===== src/pkg/potr_pkg.sv =====
// Package of constants, types and helpers for the frame time-stamp rewrite block.
package potr_pkg;

  localparam int unsigned ID_W       = 80;
  localparam int unsigned TS_W       = 64;
  localparam int unsigned NS_W       = 32;
  localparam int unsigned OFF_W      = 16;
  localparam int unsigned FIFO_DEPTH = 4;
  localparam int unsigned CNT_W      = 3;
  localparam int unsigned PIPE_DEPTH = 4;

  localparam logic [3:0]  LEN_NONE   = 4'h0;
  localparam logic [3:0]  LEN_RSVD   = 4'h4;
  localparam logic [3:0]  LEN_STAMP  = 4'h8;
  localparam logic [31:0] CRC_INIT   = 32'hFFFFFFFF;
  localparam logic [31:0] CRC_POLY   = 32'hEDB88320;
  localparam logic [31:0] NS_PER_SEC = 32'h3B9ACA00;
  localparam logic [15:0] IDX_FIRST  = 16'h0001;
  localparam logic [1:0]  FCS_LAST   = 2'h3;

  typedef enum logic [2:0] {
    KIND_NONE  = 3'h0,
    KIND_SYNC  = 3'h1,
    KIND_DREQ  = 3'h2,
    KIND_ONEDM = 3'h3,
    KIND_DMM   = 3'h4,
    KIND_DMR   = 3'h5
  } potr_kind_type;

  typedef enum logic [1:0] {
    ACT_NONE       = 2'h0,
    ACT_WRITE      = 2'h1,
    ACT_WRITE_SAVE = 2'h2
  } potr_act_type;

  // Seconds in the upper word, nanoseconds below; delta is signed nanoseconds.
  function automatic logic [63:0] potr_ts_adjust(input logic [63:0] ts,
                                                 input logic [31:0] delta);
    logic signed [34:0] ns;
    logic [31:0]        sec;
    ns  = $signed({3'h0, ts[31:0]}) + $signed({{3{delta[31]}}, delta});
    sec = ts[63:32];
    if (ns < 0) begin
      ns  = ns + $signed({3'h0, NS_PER_SEC});
      sec = sec - 32'h1;
    end else if (ns >= $signed({3'h0, NS_PER_SEC})) begin
      ns  = ns - $signed({3'h0, NS_PER_SEC});
      sec = sec + 32'h1;
    end
    return {sec, ns[31:0]};
  endfunction : potr_ts_adjust

  function automatic logic potr_in_field(input logic [15:0] idx,
                                         input logic [15:0] off,
                                         input logic [3:0]  len);
    logic [15:0] rel;
    rel = idx - off;
    return (len != LEN_NONE) && (idx >= off) && (rel < {12'h000, len});
  endfunction : potr_in_field

  // Fields are big-endian: the first byte on the wire is the most significant.
  function automatic logic [7:0] potr_field_byte(input logic [63:0] val,
                                                 input logic [3:0]  len,
                                                 input logic [15:0] rel);
    logic [63:0] sh;
    logic [3:0]  pos;
    pos = len - 4'h1 - rel[3:0];
    sh  = val >> {pos[2:0], 3'h0};
    return sh[7:0];
  endfunction : potr_field_byte

  function automatic logic [31:0] potr_crc_byte(input logic [31:0] crc,
                                                input logic [7:0]  d);
    logic [31:0] c;
    c = crc ^ {24'h000000, d};
    for (int i = 0; i < 8; i++) begin
      c = c[0] ? ((c >> 1) ^ CRC_POLY) : (c >> 1);
    end
    return c;
  endfunction : potr_crc_byte

endpackage : potr_pkg


===== src/pkg/potr_save_if.sv =====
// Interface between the rewriter and its transmit stamp store.
`timescale 1ns/1ps
interface potr_save_if;
  logic        push;
  logic [79:0] push_id;
  logic [31:0] push_stamp;
  logic        pop;
  logic        head_valid;
  logic [79:0] head_id;
  logic [31:0] head_stamp;
  logic        drop;
  modport writer (output push, push_id, push_stamp, pop,
                  input  head_valid, head_id, head_stamp, drop);
  modport store  (input  push, push_id, push_stamp, pop,
                  output head_valid, head_id, head_stamp, drop);
endinterface : potr_save_if


===== src/potr_stamp_fifo.sv =====
// Transmit stamp store: identifier and stamp pairs, head always at entry zero.
`timescale 1ns/1ps
module potr_stamp_fifo (
  input wire logic     clk_i,
  input wire logic     rst_i,
  potr_save_if.store   save
);

  logic [potr_pkg::ID_W-1:0]  id_q    [potr_pkg::FIFO_DEPTH];
  logic [potr_pkg::NS_W-1:0]  st_q    [potr_pkg::FIFO_DEPTH];
  logic [potr_pkg::CNT_W-1:0] cnt_q;
  logic [potr_pkg::CNT_W-1:0] cnt_d;
  logic [potr_pkg::CNT_W-1:0] wr_idx;
  logic                       valid_q;
  logic                       drop_q;
  logic                       do_pop;
  logic                       do_push;

  // A pop in the same cycle frees a slot, so a full store still accepts.
  assign do_pop  = save.pop && (cnt_q != 3'h0);
  assign do_push = save.push && ((cnt_q != 3'(potr_pkg::FIFO_DEPTH)) || do_pop);
  assign wr_idx  = do_pop ? cnt_q - 3'h1 : cnt_q;
  assign cnt_d   = cnt_q + {2'h0, do_push} - {2'h0, do_pop};

  always_ff @(posedge clk_i or posedge rst_i) begin
    if (rst_i) begin
      cnt_q   <= 3'h0;
      valid_q <= 1'h0;
      drop_q  <= 1'h0;
    end else begin
      cnt_q   <= cnt_d;
      valid_q <= cnt_d != 3'h0;
      drop_q  <= save.push && !do_push;
    end
  end

  for (genvar g = 0; g < potr_pkg::FIFO_DEPTH; g++) begin : g_entry
    always_ff @(posedge clk_i or posedge rst_i) begin
      if (rst_i) begin
        id_q[g] <= '0;
        st_q[g] <= '0;
      end else if (do_push && (wr_idx == 3'(g))) begin
        id_q[g] <= save.push_id;
        st_q[g] <= save.push_stamp;
      end else if (do_pop) begin
        if (g < potr_pkg::FIFO_DEPTH - 1) begin
          id_q[g] <= id_q[(g + 1) % potr_pkg::FIFO_DEPTH];
          st_q[g] <= st_q[(g + 1) % potr_pkg::FIFO_DEPTH];
        end
      end
    end
  end

  assign save.head_valid = valid_q;
  assign save.head_id    = id_q[0];
  assign save.head_stamp = st_q[0];
  assign save.drop       = drop_q;

endmodule : potr_stamp_fifo


===== src/potr_rewrite.sv =====
// Per-direction frame time-stamp action logic with in-place rewrite and FCS regeneration.
`timescale 1ns/1ps
module potr_rewrite (
  input  wire logic        CLK_I,
  input  wire logic        RST_I,
  input  wire logic        EGRESS_I,
  input  wire logic        RX_VALID_I,
  input  wire logic [7:0]  RX_DATA_I,
  input  wire logic        RX_SOF_I,
  input  wire logic        RX_EOF_I,
  input  wire logic        CLASS_MATCH_I,
  input  wire logic [2:0]  CLASS_KIND_I,
  input  wire logic [15:0] RSVD_OFFSET_I,
  input  wire logic [15:0] STAMP_OFFSET_I,
  input  wire logic [15:0] CF_OFFSET_I,
  input  wire logic [63:0] CLASS_CF_I,
  input  wire logic [79:0] FRAME_ID_I,
  input  wire logic [63:0] CAPTURED_TIME_VALUE_I,
  input  wire logic [31:0] LOCAL_CORR_I,
  input  wire logic [31:0] ASYMMETRY_I,
  input  wire logic        FIFO_POP_I,
  output logic             TX_VALID_O,
  output logic [7:0]       TX_DATA_O,
  output logic             TX_SOF_O,
  output logic             TX_EOF_O,
  output logic             FIFO_VALID_O,
  output logic [79:0]      FIFO_ID_O,
  output logic [31:0]      FIFO_STAMP_O,
  output logic             FIFO_DROP_O
);

  // ****************************************************************
  // Declarations
  // ****************************************************************

  potr_save_if save_bus ();

  potr_pkg::potr_kind_type kind;
  potr_pkg::potr_act_type  act_d;
  potr_pkg::potr_act_type  act_q;

  logic        rx_start;
  logic        matched;
  logic [63:0] ts_sub;
  logic [63:0] ts_add;
  logic [63:0] ts_dreq;
  logic [63:0] cf_new;

  logic [15:0] a_off_d;
  logic [3:0]  a_len_d;
  logic [63:0] a_val_d;
  logic [15:0] b_off_d;
  logic [3:0]  b_len_d;
  logic [63:0] b_val_d;
  logic        save_d;
  logic [31:0] save_stamp_d;

  logic [15:0] a_off_q;
  logic [3:0]  a_len_q;
  logic [63:0] a_val_q;
  logic [15:0] b_off_q;
  logic [3:0]  b_len_q;
  logic [63:0] b_val_q;
  logic        push_q;
  logic [79:0] push_id_q;
  logic [31:0] push_stamp_q;

  logic [15:0] idx_q;
  logic [7:0]  ent_data;

  logic        st_valid_q [potr_pkg::PIPE_DEPTH];
  logic [7:0]  st_data_q  [potr_pkg::PIPE_DEPTH];
  logic        st_sof_q   [potr_pkg::PIPE_DEPTH];
  logic        st_eof_q   [potr_pkg::PIPE_DEPTH];
  logic        st_fcs_q   [potr_pkg::PIPE_DEPTH];
  logic [1:0]  st_fidx_q  [potr_pkg::PIPE_DEPTH];
  logic        st_rw_q    [potr_pkg::PIPE_DEPTH];

  logic [31:0] crc_q;
  logic        out_valid;
  logic [7:0]  out_data;
  logic        out_sof;
  logic        out_eof;
  logic        out_fcs;
  logic [1:0]  out_fidx;
  logic        out_rw;
  logic [31:0] fcs_word;

  // ****************************************************************
  // Frame classification and action selection
  // ****************************************************************

  assign rx_start = RX_VALID_I && RX_SOF_I;
  assign kind     = potr_pkg::potr_kind_type'(CLASS_KIND_I);
  assign matched  = CLASS_MATCH_I && (kind != potr_pkg::KIND_NONE);

  // The stamp is taken at the start of frame, so every correction is
  // settled before the first byte of any field reaches the rewriter.
  assign ts_sub  = potr_pkg::potr_ts_adjust(CAPTURED_TIME_VALUE_I,
                                            32'h00000000 - LOCAL_CORR_I);
  assign ts_add  = potr_pkg::potr_ts_adjust(CAPTURED_TIME_VALUE_I, LOCAL_CORR_I);
  assign ts_dreq = potr_pkg::potr_ts_adjust(CAPTURED_TIME_VALUE_I,
                                            LOCAL_CORR_I - ASYMMETRY_I);
  assign cf_new  = CLASS_CF_I + {{32{ASYMMETRY_I[31]}}, ASYMMETRY_I};

  always_comb begin
    act_d        = potr_pkg::ACT_NONE;
    a_off_d      = 16'h0000;
    a_len_d      = potr_pkg::LEN_NONE;
    a_val_d      = 64'h0000000000000000;
    b_off_d      = 16'h0000;
    b_len_d      = potr_pkg::LEN_NONE;
    b_val_d      = 64'h0000000000000000;
    save_d       = 1'h0;
    save_stamp_d = 32'h00000000;
    if (matched) begin
      unique case (kind)
        potr_pkg::KIND_SYNC,
        potr_pkg::KIND_DREQ: begin
          a_off_d = RSVD_OFFSET_I;
          a_len_d = potr_pkg::LEN_RSVD;
          if (EGRESS_I) begin
            // Stamp value is zero; only the transmit stamp goes to the store.
            act_d   = potr_pkg::ACT_WRITE_SAVE;
            a_val_d = 64'h0000000000000000;
            save_d  = 1'h1;
            if (kind == potr_pkg::KIND_SYNC) begin
              save_stamp_d = ts_add[31:0];
            end else begin
              save_stamp_d = ts_dreq[31:0];
            end
          end else begin
            act_d   = potr_pkg::ACT_WRITE;
            a_val_d = {32'h00000000, ts_sub[31:0]};
            if (kind == potr_pkg::KIND_SYNC) begin
              b_off_d = CF_OFFSET_I;
              b_len_d = potr_pkg::LEN_STAMP;
              b_val_d = cf_new;
            end
          end
        end
        potr_pkg::KIND_ONEDM,
        potr_pkg::KIND_DMM,
        potr_pkg::KIND_DMR: begin
          // Software leaves the transmit field empty; it is overwritten here.
          act_d   = potr_pkg::ACT_WRITE;
          a_off_d = STAMP_OFFSET_I;
          a_len_d = potr_pkg::LEN_STAMP;
          a_val_d = EGRESS_I ? ts_add : ts_sub;
        end
        default: begin
          act_d = potr_pkg::ACT_NONE;
        end
      endcase
    end
  end

  always_ff @(posedge CLK_I or posedge RST_I) begin
    if (RST_I) begin
      act_q   <= potr_pkg::ACT_NONE;
      a_off_q <= 16'h0000;
      a_len_q <= potr_pkg::LEN_NONE;
      a_val_q <= 64'h0000000000000000;
      b_off_q <= 16'h0000;
      b_len_q <= potr_pkg::LEN_NONE;
      b_val_q <= 64'h0000000000000000;
    end else if (rx_start) begin
      act_q   <= act_d;
      a_off_q <= a_off_d;
      a_len_q <= a_len_d;
      a_val_q <= a_val_d;
      b_off_q <= b_off_d;
      b_len_q <= b_len_d;
      b_val_q <= b_val_d;
    end
  end

  // ****************************************************************
  // Transmit stamp store
  // ****************************************************************

  always_ff @(posedge CLK_I or posedge RST_I) begin
    if (RST_I) begin
      push_q       <= 1'h0;
      push_id_q    <= 80'h00000000000000000000;
      push_stamp_q <= 32'h00000000;
    end else begin
      push_q <= rx_start && save_d;
      if (rx_start) begin
        push_id_q    <= FRAME_ID_I;
        push_stamp_q <= save_stamp_d;
      end
    end
  end

  assign save_bus.push       = push_q;
  assign save_bus.push_id    = push_id_q;
  assign save_bus.push_stamp = push_stamp_q;
  assign save_bus.pop        = FIFO_POP_I;

  potr_stamp_fifo u_fifo (
    .clk_i (CLK_I),
    .rst_i (RST_I),
    .save  (save_bus.store)
  );

  assign FIFO_VALID_O = save_bus.head_valid;
  assign FIFO_ID_O    = save_bus.head_id;
  assign FIFO_STAMP_O = save_bus.head_stamp;
  assign FIFO_DROP_O  = save_bus.drop;

  // ****************************************************************
  // In-place field overwrite
  // ****************************************************************

  always_ff @(posedge CLK_I or posedge RST_I) begin
    if (RST_I) begin
      idx_q <= 16'h0000;
    end else if (RX_VALID_I) begin
      idx_q <= rx_start ? potr_pkg::IDX_FIRST : idx_q + 16'h0001;
    end
  end

  // Byte zero is never a field, which leaves the start cycle free to load
  // the plan registers.
  always_comb begin
    ent_data = RX_DATA_I;
    if (!rx_start && potr_pkg::potr_in_field(idx_q, a_off_q, a_len_q)) begin
      ent_data = potr_pkg::potr_field_byte(a_val_q, a_len_q, idx_q - a_off_q);
    end else if (!rx_start && potr_pkg::potr_in_field(idx_q, b_off_q, b_len_q)) begin
      ent_data = potr_pkg::potr_field_byte(b_val_q, b_len_q, idx_q - b_off_q);
    end
  end

  // ****************************************************************
  // Delay line that exposes the trailer
  // ****************************************************************

  // Four bytes of delay let the last four bytes be recognised as the
  // trailer when the end marker arrives, with no change in length.
  for (genvar k = 0; k < potr_pkg::PIPE_DEPTH; k++) begin : g_stage
    logic       src_valid;
    logic [7:0] src_data;
    logic       src_sof;
    logic       src_eof;
    logic       src_fcs;
    logic [1:0] src_fidx;
    logic       src_rw;
    if (k == 0) begin : g_head
      assign src_valid = RX_VALID_I;
      assign src_data  = ent_data;
      assign src_sof   = rx_start;
      assign src_eof   = RX_VALID_I && RX_EOF_I;
      assign src_fcs   = 1'h0;
      assign src_fidx  = 2'h0;
      assign src_rw    = act_q != potr_pkg::ACT_NONE;
    end else begin : g_tail
      assign src_valid = st_valid_q[k-1];
      assign src_data  = st_data_q[k-1];
      assign src_sof   = st_sof_q[k-1];
      assign src_eof   = st_eof_q[k-1];
      assign src_fcs   = st_fcs_q[k-1];
      assign src_fidx  = st_fidx_q[k-1];
      assign src_rw    = st_rw_q[k-1];
    end
    always_ff @(posedge CLK_I or posedge RST_I) begin
      if (RST_I) begin
        st_valid_q[k] <= 1'h0;
        st_data_q[k]  <= 8'h00;
        st_sof_q[k]   <= 1'h0;
        st_eof_q[k]   <= 1'h0;
        st_fcs_q[k]   <= 1'h0;
        st_fidx_q[k]  <= 2'h0;
        st_rw_q[k]    <= 1'h0;
      end else begin
        st_valid_q[k] <= src_valid;
        st_data_q[k]  <= src_data;
        st_sof_q[k]   <= src_sof;
        st_eof_q[k]   <= src_eof;
        st_rw_q[k]    <= src_rw;
        if (RX_VALID_I && RX_EOF_I && src_valid) begin
          st_fcs_q[k]  <= 1'h1;
          st_fidx_q[k] <= potr_pkg::FCS_LAST - 2'(k);
        end else begin
          st_fcs_q[k]  <= src_fcs;
          st_fidx_q[k] <= src_fidx;
        end
      end
    end
  end

  // ****************************************************************
  // Trailer regeneration and output
  // ****************************************************************

  assign out_valid = st_valid_q[potr_pkg::PIPE_DEPTH-1];
  assign out_data  = st_data_q[potr_pkg::PIPE_DEPTH-1];
  assign out_sof   = st_sof_q[potr_pkg::PIPE_DEPTH-1];
  assign out_eof   = st_eof_q[potr_pkg::PIPE_DEPTH-1];
  assign out_fcs   = st_fcs_q[potr_pkg::PIPE_DEPTH-1];
  assign out_fidx  = st_fidx_q[potr_pkg::PIPE_DEPTH-1];
  assign out_rw    = st_rw_q[potr_pkg::PIPE_DEPTH-1];
  assign fcs_word  = ~crc_q;

  always_ff @(posedge CLK_I or posedge RST_I) begin
    if (RST_I) begin
      crc_q <= potr_pkg::CRC_INIT;
    end else if (out_valid && !out_fcs) begin
      crc_q <= potr_pkg::potr_crc_byte(out_sof ? potr_pkg::CRC_INIT : crc_q,
                                       out_data);
    end
  end

  always_ff @(posedge CLK_I or posedge RST_I) begin
    if (RST_I) begin
      TX_VALID_O <= 1'h0;
      TX_DATA_O  <= 8'h00;
      TX_SOF_O   <= 1'h0;
      TX_EOF_O   <= 1'h0;
    end else begin
      TX_VALID_O <= out_valid;
      TX_SOF_O   <= out_sof;
      TX_EOF_O   <= out_eof;
      // Untouched frames keep their own trailer, bit for bit.
      if (out_valid && out_fcs && out_rw) begin
        TX_DATA_O <= fcs_word[{out_fidx, 3'h0} +: 8];
      end else begin
        TX_DATA_O <= out_data;
      end
    end
  end

endmodule : potr_rewrite


===== config.mk =====
export PLATFORM = sky130hd
export DESIGN_NAME = potr_rewrite
export DESIGN_NICKNAME = d
export VERILOG_FILES = /design/src/pkg/potr_pkg.sv /design/src/pkg/potr_save_if.sv /design/src/potr_stamp_fifo.sv /design/src/potr_rewrite.sv
export SDC_FILE = /design/constraint.sdc
export NUM_CORES = 2
export LEC_CHECK = 0
export ABC_AREA = 1
export BUFFER_PORTS_ARGS = -buffer_cell sky130_fd_sc_hd__buf_2
export CELL_PAD_IN_SITES_DETAIL_PLACEMENT = 1
export CELL_PAD_IN_SITES_GLOBAL_PLACEMENT = 1
export CORE_AREA = 4 4 422 424
export DETAILED_ROUTE_END_ITERATION = 12
export DIE_AREA = 0 0 426 428
export HOLD_SLACK_MARGIN = 0.03
export PLACE_DENSITY = 0.76
export SYNTH_ARGS = -nofsm -noshare
export SYNTH_HDL_FRONTEND = slang
export SYNTH_SLANG_ARGS = --single-unit

===== constraint.sdc =====
create_clock -name CLK_I -period 45 [get_ports CLK_I]
set_clock_uncertainty 0.1 [all_clocks]
set_input_delay 9 -clock CLK_I [delete_from_list [all_inputs] [get_ports CLK_I]]
set_output_delay 9 -clock CLK_I [all_outputs]
set_load 0.05 [all_outputs]

==> flow_metrics.py <==
metrics = {
    "clocking": {
        "cts-root-buf": "clkbuf_16",
        "clock_sinks": 846,
        "cts_setup_buffers": 0,
        "worstSkewPairLatency_ps": 720,
        "h-tree-depth": 3,
        "ctsResizeCount": 0,
        "cts_tree": "done",
        "clk_path_buf_depth": 3,
        "cts_buffers": 97,
        "path_clk_slew_ps": 60,
        "cts_hold_repair.buffers": 0,
    },
    "final_layout": {
        "area_growth_pct": 10.9,
        "nets": 9543,
        "drive_gt1_share_pct": 9.34,
        "layout.cells.non_filler": 11400,
    },
    "logic_synthesis": {
        "yosys.area.top_type": "dfrtp_1",
        "avgSynthCellArea_sq_um": 6.88,
        "ys_ff_latch": 846,
        "synth-edff-count": 0,
        "synthFlopType": "dfrtp_1",
        "synthTopCellsByArea": "dfrtp_1 (34%), nand2_1 (15%), nand3_1 (9.7%)",
        "synthCells": 8838,
        "async_reset_ff_share_pct": 100,
        "netlist_area_sq_um": 60800,
        "yosysWarnings": 0,
        "ys_seq_area_share_pct": 34.9,
        "synth_cell_types": 65,
        "synth_fp_nets": 9425,
        "yosysTopAreaCellShare_pct": 33.5,
    },
    "sta": {
        "fmaxAchievable_mhz": 66.5,
        "finalHoldViolCount": 0,
        "worst_pin_slew_ps": 1180,
        "finalSetupViolCount": 0,
        "min_period_over_period_pct": 33.4,
        "fin_crit_ps": 15040,
        "drv_slew": 0,
        "maxSlewHeadroom_pct": 21.5,
        "rsz0062_at_grt": "no",
        "fin_setup_tns_ps": 0,
    },
    "critical_path": {
        "path_max_fanout": 73,
        "reg2reg_slack_ps": 39580,
        "rr_endpoint": "u_fifo.save.head_stamp[2]$_DFFE_PP0P_",
        "start_kind": "primary input",
        "cp.required_ps": 45540,
        "path_class": "primary input to register",
        "r2r-start": "u_fifo.cnt_q[1]$_DFF_PP0_",
        "r2r_cells": 12,
        "crit_path_max_incr_delay_ps": 620,
        "arrival_ps": 15580,
        "slowest_stage": "buf_4",
        "cp-end-kind": "register",
        "crit_path_frequent_cell": "nand2_1",
    },
    "placed_design": {
        "io_buffers": 463,
        "hpwl_um": 186000,
        "gp_congestion": 0.992,
        "post-place-cells": 11200,
    },
    "detailed_routing": {
        "route.vias.total": 61400,
        "remaining_drc_errors": 0,
        "routedWlPerCell_um": 21.2,
        "drtAntennaViolNets": 0,
        "viasPerCell": 5.40,
        "drtIter0Drc": 4216,
        "dr.pass1.iters": 5,
        "drt-total-wl_um": 242000,
    },
    "global_routing": {
        "grt_max_degree": 169,
        "grtUsageTotal_pct": 25.8,
        "grt_pass1_wl_um": 374000,
        "grt_antenna_before_repair": 12,
        "grt-ovfl-total": 0,
        "grt_pass1_vias": 62500,
    },
    "floorplan": {
        "placementRows": 153,
        "io_pins": 464,
        "dieArea_sq_um": 182000,
        "start_util_pct": 35.0,
        "die_h_um": 428,
        "coreArea_sq_um": 174000,
        "die_w_um": 426,
    },
    "power": {
        "powerDensity_nw_per_um2": 43.1,
        "ir_drop_uv": 29.7,
        "leakagePower_nw": 33.5,
        "power_mw": 2.91,
    },
    "worst_hold_path": {
        "hp-class": "register to register",
        "hp-start": "g_stage[2].src_data[3]$_DFF_PP0_",
        "min_path_cells": 0,
        "holdPathEnd": "g_stage[3].src_data[3]$_DFF_PP0_",
    },
    "outcome": {
        "status": "completed",
    },
    "flow_run": {
        "max_cap_viol_count": 0,
    },
}
-- per-stage QoR --
stage          hold slack (ps)  utilization [%]  cell area, sq um  setup WS [ps]
6_report                   245             38.8             67400          29960
5_1_grt                    254             38.8             67400          29400
4_1_cts                    250             38.8             67400          30160
3_5_place_dp               236             36.8             64000          29400
3_3_place_gp               232             36.8             64000          29650
2_1_floorplan              231                -             60800          12180
-- critical path: cells and delay by family --
family / cells / cell delay (ps)
AO/OA/AOI/OAI: 4 / 780
XOR/XNOR: 1 / 100
adder cells (fa/ha/maj): 2 / 560
buffers and inverters: 7 / 1560
AND/OR/NAND/NOR: 18 / 3480
-- layer usage --
layer  GRT usage (%)  part of all wire (%)
met4            7.66                   3.1
met5               0                0.0054
met3            3.17                   4.5
met1            35.8                    46
met2            42.1                    46
-- layout by cell type, fill, tap and decap left out, types with 32 or more instances in the layout --
master     count
nor3_1        69
dfstp_2       32
clkbuf_16     97
inv_1       1035
nand2_2       34
nand3_1     1176
nand4_1       85
xor2_1       172
buf_4         51
a21oi_1      301
o211ai_1     372
xnor2_1       58
a31oi_1       43
dfrtp_1      814
nor2_1       559
buf_2        463
o21ai_0      578
o21ai_1       45
o22ai_1       37
nand2_1     2414
ha_1         240
-- flip-flops by register name (all words and copies together), names as in the netlist, 4 cells and up --
signal and cells:
u_fifo.st_q 96, push_id_q 80, idx_q 16, a_val_q 64
TX_DATA_O 8, b_off_q 16, u_fifo.id_q 240, push_stamp_q 32
out_data 8, g_stage.src_data 24, crc_q 32, u_fifo.save.head_id 80
a_off_q 16, g_stage.src_fidx 4, u_fifo.save.head_stamp 32, b_val_q 64
-- area by class of cell --
class	count	area, sq um
inverters	1054	3980
diodes	10	25.0
well taps	2325	2910
fillers	22400	106000
clock inverters	43	480
flip-flops and latches	846	21200
multi-input cells	6442	33200
repair buffers	515	2720
clock buffers	140	2840
-- report_power, final --
group / switching [mW] / internal (mW)
clock network: 0.343 / 0.477
logic: 0.818 / 0.330
registers: 0.0639 / 0.875
total: 1.23 / 1.68
-- worst max-delay path by stage --
stage                               start                 endpoint  depth (start not counted)
after CTS                 LOCAL_CORR_I[0]  a_val_q[60]$_DFFE_PP0P_                         32
after global placement    LOCAL_CORR_I[0]  a_val_q[44]$_DFFE_PP0P_                         32
after global routing      LOCAL_CORR_I[0]  a_val_q[60]$_DFFE_PP0P_                         32
after detailed placement  LOCAL_CORR_I[0]  a_val_q[44]$_DFFE_PP0P_                         32
final                     LOCAL_CORR_I[0]  a_val_q[60]$_DFFE_PP0P_                         32
after floorplan                     RST_I   TX_DATA_O[0]$_DFF_PP0_                          1
-- cell usage after synthesis, types with 21 or more instances --
library cell and count:
ha_1 240, o21ai_0 578, buf_2 26, dfrtp_1 814
inv_1 1039, buf_4 117, clkbuf_1 319, nor2_2 25
nor3_1 70, nor2_1 562, o211ai_1 372, nand4_1 85
xor2_1 172, nand2_2 33, a21oi_1 302, o21bai_1 27
dfstp_2 32, nand2_1 2420, xnor2_1 58, nand3_1 1176
nand3b_1 23, a31oi_1 43, o22ai_1 37, o21ai_1 45
or2_2 21
-- cell families after synthesis --
family / Yosys count / synth area share [%]
AOI/OAI and AO/OA: 1480 / 14.4
xor gates and xnor gates: 234 / 3.42
adders and majority gates: 248 / 5.20
buffers and inverters: 1550 / 10.6
DFF: 846 / 34.9
and+or+nand+nor: 4480 / 31.5
Note: power is estimated with default switching activity, not from simulation.
